$ cat config.mk
export PLATFORM = sky130hd
export DESIGN_NAME = gpdl_port
export DESIGN_NICKNAME = d
export VERILOG_FILES = /design/src/design/gpdl_pkg.sv /design/src/design/gpdl_pin_sync.sv /design/src/design/gpdl_lock_seq.sv /design/src/design/gpdl_port.sv
export SDC_FILE = /design/constraint.sdc
export NUM_CORES = 1
export LEC_CHECK = 0
export ABC_AREA = 1
export BUFFER_PORTS_ARGS = -buffer_cell sky130_fd_sc_hd__buf_2
export CELL_PAD_IN_SITES_DETAIL_PLACEMENT = 0
export CELL_PAD_IN_SITES_GLOBAL_PLACEMENT = 1
export CORE_UTILIZATION = 40
export DETAILED_ROUTE_END_ITERATION = 10
export PLACE_DENSITY_LB_ADDON = 0.1
export RECOVER_POWER = 50
export SLEW_MARGIN = 20
export SYNTH_ARGS = -nofsm -noshare
export SYNTH_HDL_FRONTEND = slang
export SYNTH_SLANG_ARGS = --single-unit
$ cat constraint.sdc
create_clock -name ref_clk -period 2.1 [get_ports ref_clk]
set_clock_uncertainty 0.2 [all_clocks]
set_input_delay 0.105 -clock ref_clk [delete_from_list [all_inputs] [get_ports ref_clk]]
set_output_delay 0.105 -clock ref_clk [all_outputs]
set_load 0.05 [all_outputs]
$ cat src/design/gpdl_pkg.sv
// Constants and types shared by the GPIO data and lock block
package gpdl_pkg;
   // Port geometry
   localparam int GPDL_PINS = 16;
   localparam int GPDL_ADR_W = 8;
   // Register byte offsets
   localparam logic [7:0] GPDL_OFS_CFG_LO = 8'h00;
   localparam logic [7:0] GPDL_OFS_CFG_HI = 8'h04;
   localparam logic [7:0] GPDL_OFS_INPUT = 8'h08;
   localparam logic [7:0] GPDL_OFS_OUTPUT = 8'h0c;
   localparam logic [7:0] GPDL_OFS_SETCLR = 8'h10;
   localparam logic [7:0] GPDL_OFS_CLEAR = 8'h14;
   localparam logic [7:0] GPDL_OFS_LOCK = 8'h18;
   // Reset values
   localparam logic [31:0] GPDL_RST_CFG = 32'h44444444;
   localparam logic [15:0] GPDL_RST_OUTPUT = 16'h0000;
   localparam logic [15:0] GPDL_RST_MASK = 16'h0000;
   // Field positions
   localparam int GPDL_KEY_POS = 16;
   localparam int GPDL_CLR_POS = 16;
   localparam int GPDL_FIELD_W = 4;
   localparam int GPDL_MODE_POS = 0;
   localparam int GPDL_CTL_POS = 2;
   // Full-word byte enables
   localparam logic [3:0] GPDL_SEL_WORD = 4'hf;
   // Per-pin mode field encoding
   localparam logic [1:0] GPDL_MODE_INPUT = 2'h0;
   localparam logic [1:0] GPDL_MODE_OUT10 = 2'h1;
   localparam logic [1:0] GPDL_MODE_OUT2 = 2'h2;
   localparam logic [1:0] GPDL_MODE_OUT50 = 2'h3;
   // Lock key sequence progress
   typedef enum logic [2:0] {
      GPDL_LK_IDLE,
      GPDL_LK_W1,
      GPDL_LK_W10,
      GPDL_LK_W101,
      GPDL_LK_READ0
   } gpdl_lkst_t;
endpackage

$ cat src/design/gpdl_pin_sync.sv
// Two-flop synchroniser for the port pin levels
`timescale 1ns/1ps
module gpdl_pin_sync #(
   parameter int WIDTH = 16
) (
   // Clock and reset
   input wire logic ref_clk,
   input wire logic rst_n,
   // Asynchronous levels in, synchronised levels out
   input wire logic [WIDTH-1:0] asyncIn,
   output logic [WIDTH-1:0] syncOut
);
   logic [WIDTH-1:0] meta; // First stage, read only by the second

   ////////////////////////////////////////////////////////////////
   // Both stages; the first may go metastable, the second settles it
   always_ff @(posedge ref_clk or negedge rst_n) begin
      if (!rst_n) begin
         meta <= '0;
         syncOut <= '0;
      end else begin
         meta <= asyncIn;
         syncOut <= meta;
      end
   end
endmodule

$ cat src/design/gpdl_lock_seq.sv
// Lock key sequence tracker with the per-pin lock mask
`timescale 1ns/1ps
module gpdl_lock_seq
   import gpdl_pkg::*;
(
   // Clock and reset
   input wire logic ref_clk,
   input wire logic rst_n,
   // Completed accesses to the lock register
   input wire logic lockWrite,
   input wire logic lockRead,
   input wire logic [31:0] wrData,
   // Lock state
   output logic lockKey,
   output logic [GPDL_PINS-1:0] lockMask
);
   gpdl_lkst_t state; // Sequence progress
   gpdl_lkst_t next_state;
   logic keyIn; // Key bit of the write
   logic sameMask; // Mask held since sequence start
   logic finish; // Read of zero after the writes

   assign keyIn = wrData[GPDL_KEY_POS];
   assign sameMask = (wrData[GPDL_PINS-1:0] == lockMask);
   assign finish = lockRead && (state == GPDL_LK_W101);

   ////////////////////////////////////////////////////////////////
   // Sequence decoder: write 1, write 0, write 1, read 0, read 1
   always_comb begin
      next_state = state;
      case (state)
         GPDL_LK_IDLE: begin
            if (lockWrite && keyIn) begin
               next_state = GPDL_LK_W1;
            end
         end
         GPDL_LK_W1: begin
            if (lockWrite) begin
               // A repeated 1 restarts the sequence with the new mask
               next_state = (!keyIn && sameMask) ? GPDL_LK_W10 :
                            (keyIn ? GPDL_LK_W1 : GPDL_LK_IDLE);
            end else if (lockRead) begin
               next_state = GPDL_LK_IDLE;
            end
         end
         GPDL_LK_W10: begin
            if (lockWrite) begin
               next_state = (keyIn && sameMask) ? GPDL_LK_W101 : GPDL_LK_IDLE;
            end else if (lockRead) begin
               next_state = GPDL_LK_IDLE;
            end
         end
         GPDL_LK_W101: begin
            if (lockWrite) begin
               next_state = keyIn ? GPDL_LK_W1 : GPDL_LK_IDLE;
            end else if (lockRead) begin
               next_state = GPDL_LK_READ0;
            end
         end
         GPDL_LK_READ0: begin
            // Key is already set; the closing read returns one
            next_state = GPDL_LK_READ0;
         end
         default: begin
            next_state = GPDL_LK_IDLE;
         end
      endcase
   end

   ////////////////////////////////////////////////////////////////
   // Key and mask; once the key is set nothing changes until reset
   always_ff @(posedge ref_clk or negedge rst_n) begin
      if (!rst_n) begin
         state <= GPDL_LK_IDLE;
         lockKey <= 1'b0;
         lockMask <= GPDL_RST_MASK;
      end else if (!lockKey) begin
         state <= next_state;
         if (finish) begin
            lockKey <= 1'b1;
         end
         if (lockWrite) begin
            lockMask <= wrData[GPDL_PINS-1:0];
         end
      end
   end
endmodule

$ cat src/design/gpdl_port.sv
// Sixteen-pin GPIO port: data registers, mode fields and config lock
`timescale 1ns/1ps
module gpdl_port
   import gpdl_pkg::*;
(
   // Clock and reset
   input wire logic ref_clk,
   input wire logic rst_n,
   // Wishbone classic slave
   input wire logic wb_cyc_i,
   input wire logic wb_stb_i,
   input wire logic wb_we_i,
   input wire logic [GPDL_ADR_W-1:0] wb_adr_i,
   input wire logic [3:0] wb_sel_i,
   input wire logic [31:0] wb_dat_i,
   output logic [31:0] wb_dat_o,
   output logic wb_ack_o,
   // Port pins, split into level, drive and enable
   input wire logic [GPDL_PINS-1:0] pinIn,
   output logic [GPDL_PINS-1:0] pinOut,
   output logic [GPDL_PINS-1:0] pinOe_n,
   // Lock state for neighbouring configuration logic
   output logic lockKeyOut
);

   ////////////////////////////////////////////////////////////////
   // Declarations
   logic [GPDL_PINS-1:0] pinLevel; // Synchronised pin levels
   logic [GPDL_PINS-1:0] outputLatch; // Output data latch
   logic [GPDL_PINS-1:0] next_outputLatch;
   logic [2*32-1:0] modeCfg; // Mode and config fields, four bits per pin
   logic [2*32-1:0] next_modeCfg;
   logic lockKey; // Key bit from the sequence tracker
   logic [GPDL_PINS-1:0] lockMask; // Per-pin lock mask
   logic [GPDL_PINS-1:0] pinLocked; // Mask gated by key
   logic request; // Bus request pending
   logic accept; // Access completes this cycle
   logic wordWrite; // Full-word write completing
   logic anyRead; // Read completing
   logic [31:0] readMux; // Read data for the current address
   logic hitCfgLo, hitCfgHi, hitInput, hitOutput;
   logic hitSetClr, hitClear, hitLock;
   logic [GPDL_PINS-1:0] setReq; // Set bits of this write
   logic [GPDL_PINS-1:0] clrReq; // Clear bits of this write
   logic [GPDL_PINS-1:0] next_pinOut;
   logic [GPDL_PINS-1:0] next_pinOe_n;

   ////////////////////////////////////////////////////////////////
   // Address match, used for every register
   function automatic logic adrIs(input logic [GPDL_ADR_W-1:0] adr,
                                  input logic [7:0] ofs);
      adrIs = (adr[GPDL_ADR_W-1:2] == ofs[GPDL_ADR_W-1:2]);
   endfunction

   // Mode field of one pin from the packed configuration
   function automatic logic [1:0] modeOf(input logic [2*32-1:0] cfg,
                                         input int pin);
      modeOf = cfg[pin*GPDL_FIELD_W+GPDL_MODE_POS +: 2];
   endfunction

   // Config field of one pin from the packed configuration
   function automatic logic [1:0] ctlOf(input logic [2*32-1:0] cfg,
                                        input int pin);
      ctlOf = cfg[pin*GPDL_FIELD_W+GPDL_CTL_POS +: 2];
   endfunction

   ////////////////////////////////////////////////////////////////
   // Pin input synchroniser; pins are asynchronous to ref_clk
   gpdl_pin_sync #(
      .WIDTH(GPDL_PINS)
   ) u_sync (
      .ref_clk(ref_clk),
      .rst_n(rst_n),
      .asyncIn(pinIn),
      .syncOut(pinLevel)
   );

   ////////////////////////////////////////////////////////////////
   // Bus handshake: ack follows the request by one cycle, one cycle long
   assign request = wb_cyc_i && wb_stb_i;
   assign accept = request && wb_ack_o;
   // Partial writes are dropped: the registers are word-only
   assign wordWrite = accept && wb_we_i && (wb_sel_i == GPDL_SEL_WORD);
   assign anyRead = accept && !wb_we_i;

   // Register decode
   assign hitCfgLo = adrIs(wb_adr_i, GPDL_OFS_CFG_LO);
   assign hitCfgHi = adrIs(wb_adr_i, GPDL_OFS_CFG_HI);
   assign hitInput = adrIs(wb_adr_i, GPDL_OFS_INPUT);
   assign hitOutput = adrIs(wb_adr_i, GPDL_OFS_OUTPUT);
   assign hitSetClr = adrIs(wb_adr_i, GPDL_OFS_SETCLR);
   assign hitClear = adrIs(wb_adr_i, GPDL_OFS_CLEAR);
   assign hitLock = adrIs(wb_adr_i, GPDL_OFS_LOCK);

   ////////////////////////////////////////////////////////////////
   // Read data selection; unmapped and write-only addresses read zero
   always_comb begin
      readMux = 32'h00000000;
      if (hitCfgLo) begin
         readMux = modeCfg[31:0];
      end else if (hitCfgHi) begin
         readMux = modeCfg[63:32];
      end else if (hitInput) begin
         readMux = {16'h0000, pinLevel};
      end else if (hitOutput) begin
         readMux = {16'h0000, outputLatch};
      end else if (hitLock) begin
         // Key always readable
         readMux = {15'h0000, lockKey, lockMask};
      end
   end

   ////////////////////////////////////////////////////////////////
   // Bus answer registers
   always_ff @(posedge ref_clk or negedge rst_n) begin
      if (!rst_n) begin
         wb_ack_o <= 1'b0;
         wb_dat_o <= 32'h00000000;
      end else begin
         wb_ack_o <= request && !wb_ack_o;
         wb_dat_o <= (request && !wb_ack_o) ? readMux : 32'h00000000;
      end
   end

   ////////////////////////////////////////////////////////////////
   // Lock key sequence and mask
   gpdl_lock_seq u_lock (
      .ref_clk(ref_clk),
      .rst_n(rst_n),
      .lockWrite(wordWrite && hitLock),
      .lockRead(anyRead && hitLock),
      .wrData(wb_dat_i),
      .lockKey(lockKey),
      .lockMask(lockMask)
   );

   assign pinLocked = lockKey ? lockMask : '0;

   ////////////////////////////////////////////////////////////////
   // Output latch: direct write, atomic set/clear, clear-only
   assign setReq = (wordWrite && hitSetClr) ? wb_dat_i[GPDL_PINS-1:0] : '0;
   assign clrReq = (wordWrite && hitSetClr) ?
                   wb_dat_i[GPDL_CLR_POS +: GPDL_PINS] :
                   ((wordWrite && hitClear) ? wb_dat_i[GPDL_PINS-1:0] : '0);

   always_comb begin
      next_outputLatch = outputLatch;
      if (wordWrite && hitOutput) begin
         next_outputLatch = wb_dat_i[GPDL_PINS-1:0];
      end else begin
         // Zeros leave bits alone; set applied last so it wins
         next_outputLatch = (outputLatch & ~clrReq) | setReq;
      end
   end

   ////////////////////////////////////////////////////////////////
   // Mode and config fields, each pin guarded by its lock bit
   generate
      for (genvar p = 0; p < GPDL_PINS; p++) begin : g_field
         localparam int BASE = p * GPDL_FIELD_W;
         logic hitField; // Write reaches this pin's field
         assign hitField = wordWrite && ((p < 8) ? hitCfgLo : hitCfgHi);
         // Locked fields keep their value; the write is silently lost
         assign next_modeCfg[BASE +: GPDL_FIELD_W] =
            (hitField && !pinLocked[p]) ?
            wb_dat_i[(BASE % 32) +: GPDL_FIELD_W] :
            modeCfg[BASE +: GPDL_FIELD_W];
      end
   endgenerate

   ////////////////////////////////////////////////////////////////
   // Pin drive: input mode floats; open-drain drives only low
   generate
      for (genvar q = 0; q < GPDL_PINS; q++) begin : g_drive
         logic isOutput; // Any nonzero mode selects output
         logic openDrain; // Config bit zero in output mode
         logic [1:0] cfgBits; // Config field of this pin
         assign isOutput = (modeOf(modeCfg, q) != GPDL_MODE_INPUT);
         // Named wire: a select straight on a call result is refused by strict tools
         assign cfgBits = ctlOf(modeCfg, q);
         assign openDrain = cfgBits[0];
         assign next_pinOut[q] = outputLatch[q];
         assign next_pinOe_n[q] = !(isOutput && !(openDrain && outputLatch[q]));
      end
   endgenerate

   ////////////////////////////////////////////////////////////////
   // Data and configuration state
   always_ff @(posedge ref_clk or negedge rst_n) begin
      if (!rst_n) begin
         outputLatch <= GPDL_RST_OUTPUT;
         modeCfg <= {GPDL_RST_CFG, GPDL_RST_CFG};
      end else begin
         outputLatch <= next_outputLatch;
         modeCfg <= next_modeCfg;
      end
   end

   ////////////////////////////////////////////////////////////////
   // Registered pin and lock outputs
   always_ff @(posedge ref_clk or negedge rst_n) begin
      if (!rst_n) begin
         pinOut <= '0;
         pinOe_n <= '1;
         lockKeyOut <= 1'b0;
      end else begin
         pinOut <= next_pinOut;
         pinOe_n <= next_pinOe_n;
         lockKeyOut <= lockKey;
      end
   end
endmodule

# --- Yosys cells after proc, flatten, opt, wreduce, memory -nomap -nowiden ---
# Index checks and enable logic that the tools add are counted.
totals:
  ff_bits: 198
  inputBits: 65
  out_inout_bits: 66
  word_cells: 204
op_classes:
  n_eq_ne: 14
  mux: 23
  n_bitwise: 4
  reduce_logical: 136
ops:
  columns: ["op", "n"]
  rows:
  - ["$mux 32", 3]
  - ["$mux 16", 5]
  - ["$logic_and 1x1->1", 65]
  - ["$logic_not 1->1", 51]
  - ["$mux 17", 3]
  - ["$reduce_bool 2->1", 16]
  - ["$eq 6x3->1 const B", 3]
  - ["$mux 3", 6]
  - ["$and 16x16->16", 1]
  - ["$eq 16x16->1", 1]
  - ["$not 16->16", 1]
  - ["$or 16x16->16", 1]
  - ["$pmux 3 s5", 1]
  - ["$eq 6x2->1 const B", 2]
  - ["$eq 3x2->1 const B", 2]
  - ["$eq 6x1->1 const B", 1]
  - ["$logic_not 6->1", 1]
  - ["$eq 4x4->1 const B", 1]
  - ["$mux 2", 2]
  - ["$eq 3x1->1 const B", 1]
  - ["$eq 3x3->1 const B", 1]
  - ["$logic_not 3->1", 1]
  - ["$mux 1", 3]
  - ["$ne 3x1->1 const B", 1]
  - ["other kinds (4)", 4]

# --- Longest topological paths before layout ---
depth:
  word_depth: 11
  depth_mapped: 12
  mapped_depth_nobuf: 12

# --- Hierarchy ---
# A second synthesis with hierarchy kept.
unflattened:
  hier_cells: 1034
  area_unflattened_um2: 8582.0
modules_own_cells:
  columns: ["mod", "n_inst", "cells_each", "area_per_inst_um2", "seq_area_each_um2"]
  rows:
  - ["gpdl_port", 1, 817, 6611.3, 3693.5]
  - ["gpdl_lock_seq", 1, 185, 1169.9, 500.5]
  - ["gpdl_pin_sync", 1, 32, 800.8, 800.8]

# --- Worst setup path before layout ---
# No wires, ideal clock.
synth_path:
  path_type: "register to register"
  start: "reg wb_ack_o"
  end: "reg outputLatch[10], in the netlist next_pinOut[10]"
  setup_ns: 0.133
  arrival_time_ns: 1.729
  t_required_ns: 1.767
  path_slack_ns: 0.038
  path_stages_with_launch: 9
  path_buffers: 2
  synth_period_minus_slack_ns: 2.062
  path_cell_list: "dfrtp_1 > nand4_1 > nor2_2 > and3_1 > clkbuf_2 > buf_2 > nand3_1 > nand4_1 > o21ai_0"
synth_between:
  elab_chain_len: 10
  elab_cells_between_ends: 13
  cone_classes: "mux (4); bitwise (3); reduce/logical (6)"
synth_rtl:
  columns: ["item", "line_no", "rtl"]
  rows:
  - ["start, declared", "gpdl_port.sv:17", "output logic wb_ack_o,"]
  - ["start signal, assigned", "gpdl_port.sv:120", "wb_ack_o <= request && !wb_ack_o;"]
  - ["$logic_and 1x1->1 (*)", "gpdl_port.sv:81", "assign accept = request && wb_ack_o;"]
  - ["$logic_and 1x1->1 (*) (2 in a row)", "gpdl_port.sv:83", "assign wordWrite = accept && wb_we_i && (wb_sel_i == GPDL_SEL_WORD);"]
  - ["$logic_and 1x1->1", "gpdl_port.sv:144", "((wordWrite && hitClear) ? wb_dat_i[GPDL_PINS-1:0] : '0);"]
  - ["$mux 16", "gpdl_port.sv:144", null]
  - ["$mux 16", "gpdl_port.sv:142", "assign clrReq = (wordWrite && hitSetClr) ?"]
  - ["$not 16->16", "gpdl_port.sv:152", "next_outputLatch = (outputLatch & ~clrReq) | setReq;"]
  - ["$and 16x16->16", "gpdl_port.sv:152", null]
  - ["$or 16x16->16", "gpdl_port.sv:152", null]
  - ["$mux 16 (*)", "gpdl_port.sv:148", "if (wordWrite && hitOutput) begin"]
  - ["named net next_outputLatch[10]", "gpdl_port.sv:30", "logic [GPDL_PINS-1:0] next_outputLatch;"]
  - ["end signal, assigned", "gpdl_port.sv:194", "outputLatch <= next_outputLatch;"]
  - ["end, declared", "gpdl_port.sv:29", "logic [GPDL_PINS-1:0] outputLatch;"]
# Mark *: on every way through the listed nets, which the timed path passes. The rest lies on a longest branch.
# A chain may end at the register's enable or synchronous reset.

# --- Worst setup path in the final report ---
layout_path:
  start: "reg wb_ack_o"
  end: "reg u_lock.state[0]"
layout_between:
  elab_chain_len: 7
  elab_cells_between_ends: 15
  cone_classes: "eq/ne (2); mux (5); reduce/logical (8)"
layout_rtl:
  columns: ["item", "line_no", "rtl"]
  rows:
  - ["$logic_and 1x1->1 (*)", "gpdl_port.sv:81", null]
  - ["$logic_and 1x1->1 (2 in a row)", "gpdl_port.sv:83", null]
  - ["$logic_and 1x1->1", "gpdl_port.sv:130", ".lockWrite(wordWrite && hitLock),"]
  - ["$logic_and 1x1->1", "gpdl_lock_seq.sv:33", "if (lockWrite && keyIn) begin"]
  - ["$ne 2x1->1 (no source line)", null, null]
  - ["$reduce_and 3->1 (no source line)", null, null]
  - ["end signal, assigned", "gpdl_lock_seq.sv:78", "state <= next_state;"]
  - ["end, declared", "gpdl_lock_seq.sv:17", "gpdl_lkst_t state;"]
# Mark *: on every way between the ends. The rest lies on a longest branch, timed or not.

==> metrics.md <==
| Metric | Value |
|---|---|
| Switch Pwr | 1.84 mW |
| Crit Path Class | flop to flop |
| Root buf cell | clkbuf_16 |
| Reg2Reg Setup Slack | approximately 150 ps |
| H-tree levels | 4 |
| Hold Slack | just under 50 ps |
| Synth Flop Type | dfrtp_1 |
| CTS clock-pin slew for the worst setup and hold paths | 80 ps |
| Area growth, synth to finish | 29.0% |
| Setup TNS | 0 ps |
| Port Buffer Count | ~130 |
| Cell count after placement | approximately 1200 |
| TritonCTS Buffers | 17 |
| HPWL Detailed | 15100 um |
| Seq/Total Area, Yosys | 62.8% |
| Die ar. | approximately 20000 um2 |
| Largest area contributor in the netlist | dfrtp_1 |
| Row cnt | a little over 50 |
| Largest net degree at the start of global routing | 62 |
| Share of cells above drive strength 1 | between 20% and 30% |
| Most frequent cells in the layout | 220 x nand2_1, 166 x dfrtp_1, 127 x buf_2 |
| Dpl cell area | 9140 um2 |
| CTS tree | built |
| Via/cell ratio | around 4.9 |
| FILL cells | around 1900 |
| Post-synth EDFFs | 0 |
| Die height | approximately 140 um |
| Max-slew violation count | 0 |
| Crit-path max FO | 4 |
| Combinational share of power | approximately 5.3% |
| Clock buffer depth | 2 |
| Final ANT Viol Nets | 0 |
| Post-Layout Cell Count | between 1000 and 1500 |
| I/O Pins | 131 |
| Synth async-reset ratio | 100% |
| Relative slew margins | 44.5% |
| Critical path endpoint | u_lock.state[0]$_DFFE_PN0P_ |
| DRT iter0 DRCs | 480 |
| Sw Share | around 24% |
| Worst reg2reg path depth | 10 |
| # DRC | 0 |
| Clock network fraction of design power | between 40% and 50% |
| Total Routing Usage GR | around a quarter |
| Synth top area share | between 50% and 60% |
| Worst setup path start | wb_ack_o$_DFF_PN0_ |
| Routed WL | 22700 um |
| Avg Inst Size Synth | roughly 9.5 um2 |
| Initial Util | between 40 and 50% |
| Tightest Pin Transition | ~830 ps |
| Reg power frac | about half |
| Floorplan Core Area | approximately 19000 um2 |
| GPL Wtd Cong | roughly 0.8 |
| CP startpoint kind | flop |
| Lkg Pwr | 4.72 nW |
| Initial antenna violation count | 0 |
| Pre-antenna DRT Iters | 4 |
| DR WL/cell | between 15 and 20 um |
| Final Hold Fails | 0 |
| Die Width | between 100 and 150 um |
| Fin crit period | 1950 ps |
| Area of the mapped netlist | 7950 um2 |
| Nets | between 1000 and 1500 |
| Synth Instances | 840 |
| Int Pwr | ~5.7 mW |
| Power after layout | about 7.5 mW |
| Min-delay worst type | input pin to flop |
| Reg-to-Reg End | u_lock.state[0]$_DFFE_PN0P_ |
| Max_cap viols | 0 |
| Syn nets | approximately 910 |
| Power Density | 734 nW/um2 |
| Critical Path AT | approximately 2100 ps |
| Vias in the first global route | approximately 6200 |
| Skew-Pair Late Insertion Delay | between 400 and 500 ps |
| Finished Cell Area | ~10000 um2 |
| Gr ovfl total | 0 |
| Crit path capture type | flop |
| #FFs+latches synth | 198 |
| Antenna fix cells | 0 |
| Worst Path Required | between 2000 and 2500 ps |
| Total vias in the final route | 6501 |
| Final setup violation count | 0 |
| Max VDD drop | approximately 0.00052 V |
| Fmax | approximately 510 MHz |
| RSZ-0062 raised after global routing | false |
| Most common cell after layout, fill and taps aside | nand2_1 |
| Distinct cells, synth | 27 |
| Global-route wire length before repair | around 35000 um |
| # clock sinks | 198 |
| Post-CTS setup buffer count | 0 |
| Status | finished clean |
| Synth top area cells | dfrtp_1 52%, dfstp_2 11%, nand2_1 10% |
| Period Utilization, post-route | about 93% |
| Synth warn | 0 |
| R2r startpoint | wb_ack_o$_DFF_PN0_ |
how the worst min path moves through the flow:
stage,startpoint,end,slack (ps),cells past startpoint
2_1_floorplan,rst_n,lockKeyOut$_DFF_PN0_,-390,0
3_3_place_gp,rst_n,modeCfg[24]$_DFFE_PN0P_,-150,1
5_1_grt,wb_adr_i[3],next_pinOut[0]$_DFF_PN0_,90,6
3_5_place_dp,rst_n,modeCfg[24]$_DFFE_PN0P_,-150,1
4_1_cts,wb_adr_i[3],next_pinOut[4]$_DFF_PN0_,40,6
6_report,wb_adr_i[3],next_pinOut[4]$_DFF_PN0_,50,6
per-layer routing:
layer	GRT usage [%]	vias to the layer above	share of wire (%)	wire [um]
met5	0	-	0	0
met4	6.56	0	1.0	234
met3	3.86	16	3.4	767
met2	37.9	144	47	10700
met1	32.5	3128	48	11000
li1	-	3213	-	-
critical path, cell delays in order, from the launching register on:
cell           delay (ps)
dfrtp_1               400
nand3_1                80
dlygate4sd3_1         550
nor2_1                120
nand2_2                90
nand3_2                80
nand2_1                50
a21oi_1               120
nand2_1                60
nand2_1                60
nand2_1                50
power groups by stage:
| stage | Combinational (mW) | Sequential [mW] | Clock [mW] |
|---|---|---|---|
| 4_1_cts | 0.418 | 3.86 | 3.33 |
| 5_1_grt | 0.446 | 3.87 | 3.46 |
| 6_report | 0.401 | 3.86 | 3.27 |
| 2_1_floorplan | 0.0924 | 3.95 | 0 |
| 3_3_place_gp | 0.337 | 3.94 | 0 |
| 3_5_place_dp | 0.336 | 3.94 | 0 |
per-stage QoR:
| step | worst slack (ps) | util (%) |
|---|---|---|
| 2_1_floorplan | 38.1 | - |
| 3_3_place_gp | 67.1 | 47.0 |
| 3_5_place_dp | 47.7 | 47.0 |
| 4_1_cts | 113 | 52.8 |
| 5_1_grt | 10.5 | 52.7 |
| 6_report | 147 | 52.7 |
layout make-up:
class	count	area [um2]	area share (%)
clock inverters	15	165	1.61
multi-input cells	545	2590	25.3
inverters	70	263	2.56
repair buffers	217	1480	14.5
flip-flops and latches	198	4990	48.7
clock buffers	17	425	4.15
well taps	265	332	3.23
cell families (layout without fill, tap and decap cells):
family / after synthesis / after routing / share of synthesized area [%]
simple gates: 314 / 314 / 16.9
compound gates: 230 / 230 / 15.5
flops: 198 / 198 / 62.8
buf+inv: 97 / 319 / 4.71
xor+xnor: 1 / 1 / 0.110
cells in the mapped netlist (17+ instances only):
| library cell | n |
|---|---|
| a21oi_1 | 49 |
| dfstp_2 | 32 |
| nand4_1 | 17 |
| clkbuf_1 | 17 |
| dfrtp_1 | 166 |
| nand2_1 | 221 |
| nand3_1 | 42 |
| o21ai_0 | 106 |
| inv_1 | 66 |
| o21ai_1 | 48 |
| nor2_1 | 20 |
| o211ai_1 | 18 |
state kept, by name, summed over array words and instances, names as in the netlist, 3 cells and up:
register / count
pinOut: 16
u_sync.syncOut: 16
modeCfg: 64
u_lock.state: 3
u_lock.lockMask: 16
u_sync.meta: 16
pinOe_n: 16
wb_dat_o: 32
next_pinOut: 16
timing repair:
item                       CTS  global route
hold buffers                54             0
hold endpoints to repair   298             0
gates resized for setup      0             3
setup endpoints to repair    0             1
No activity file was read; power rests on OpenSTA's default activity.
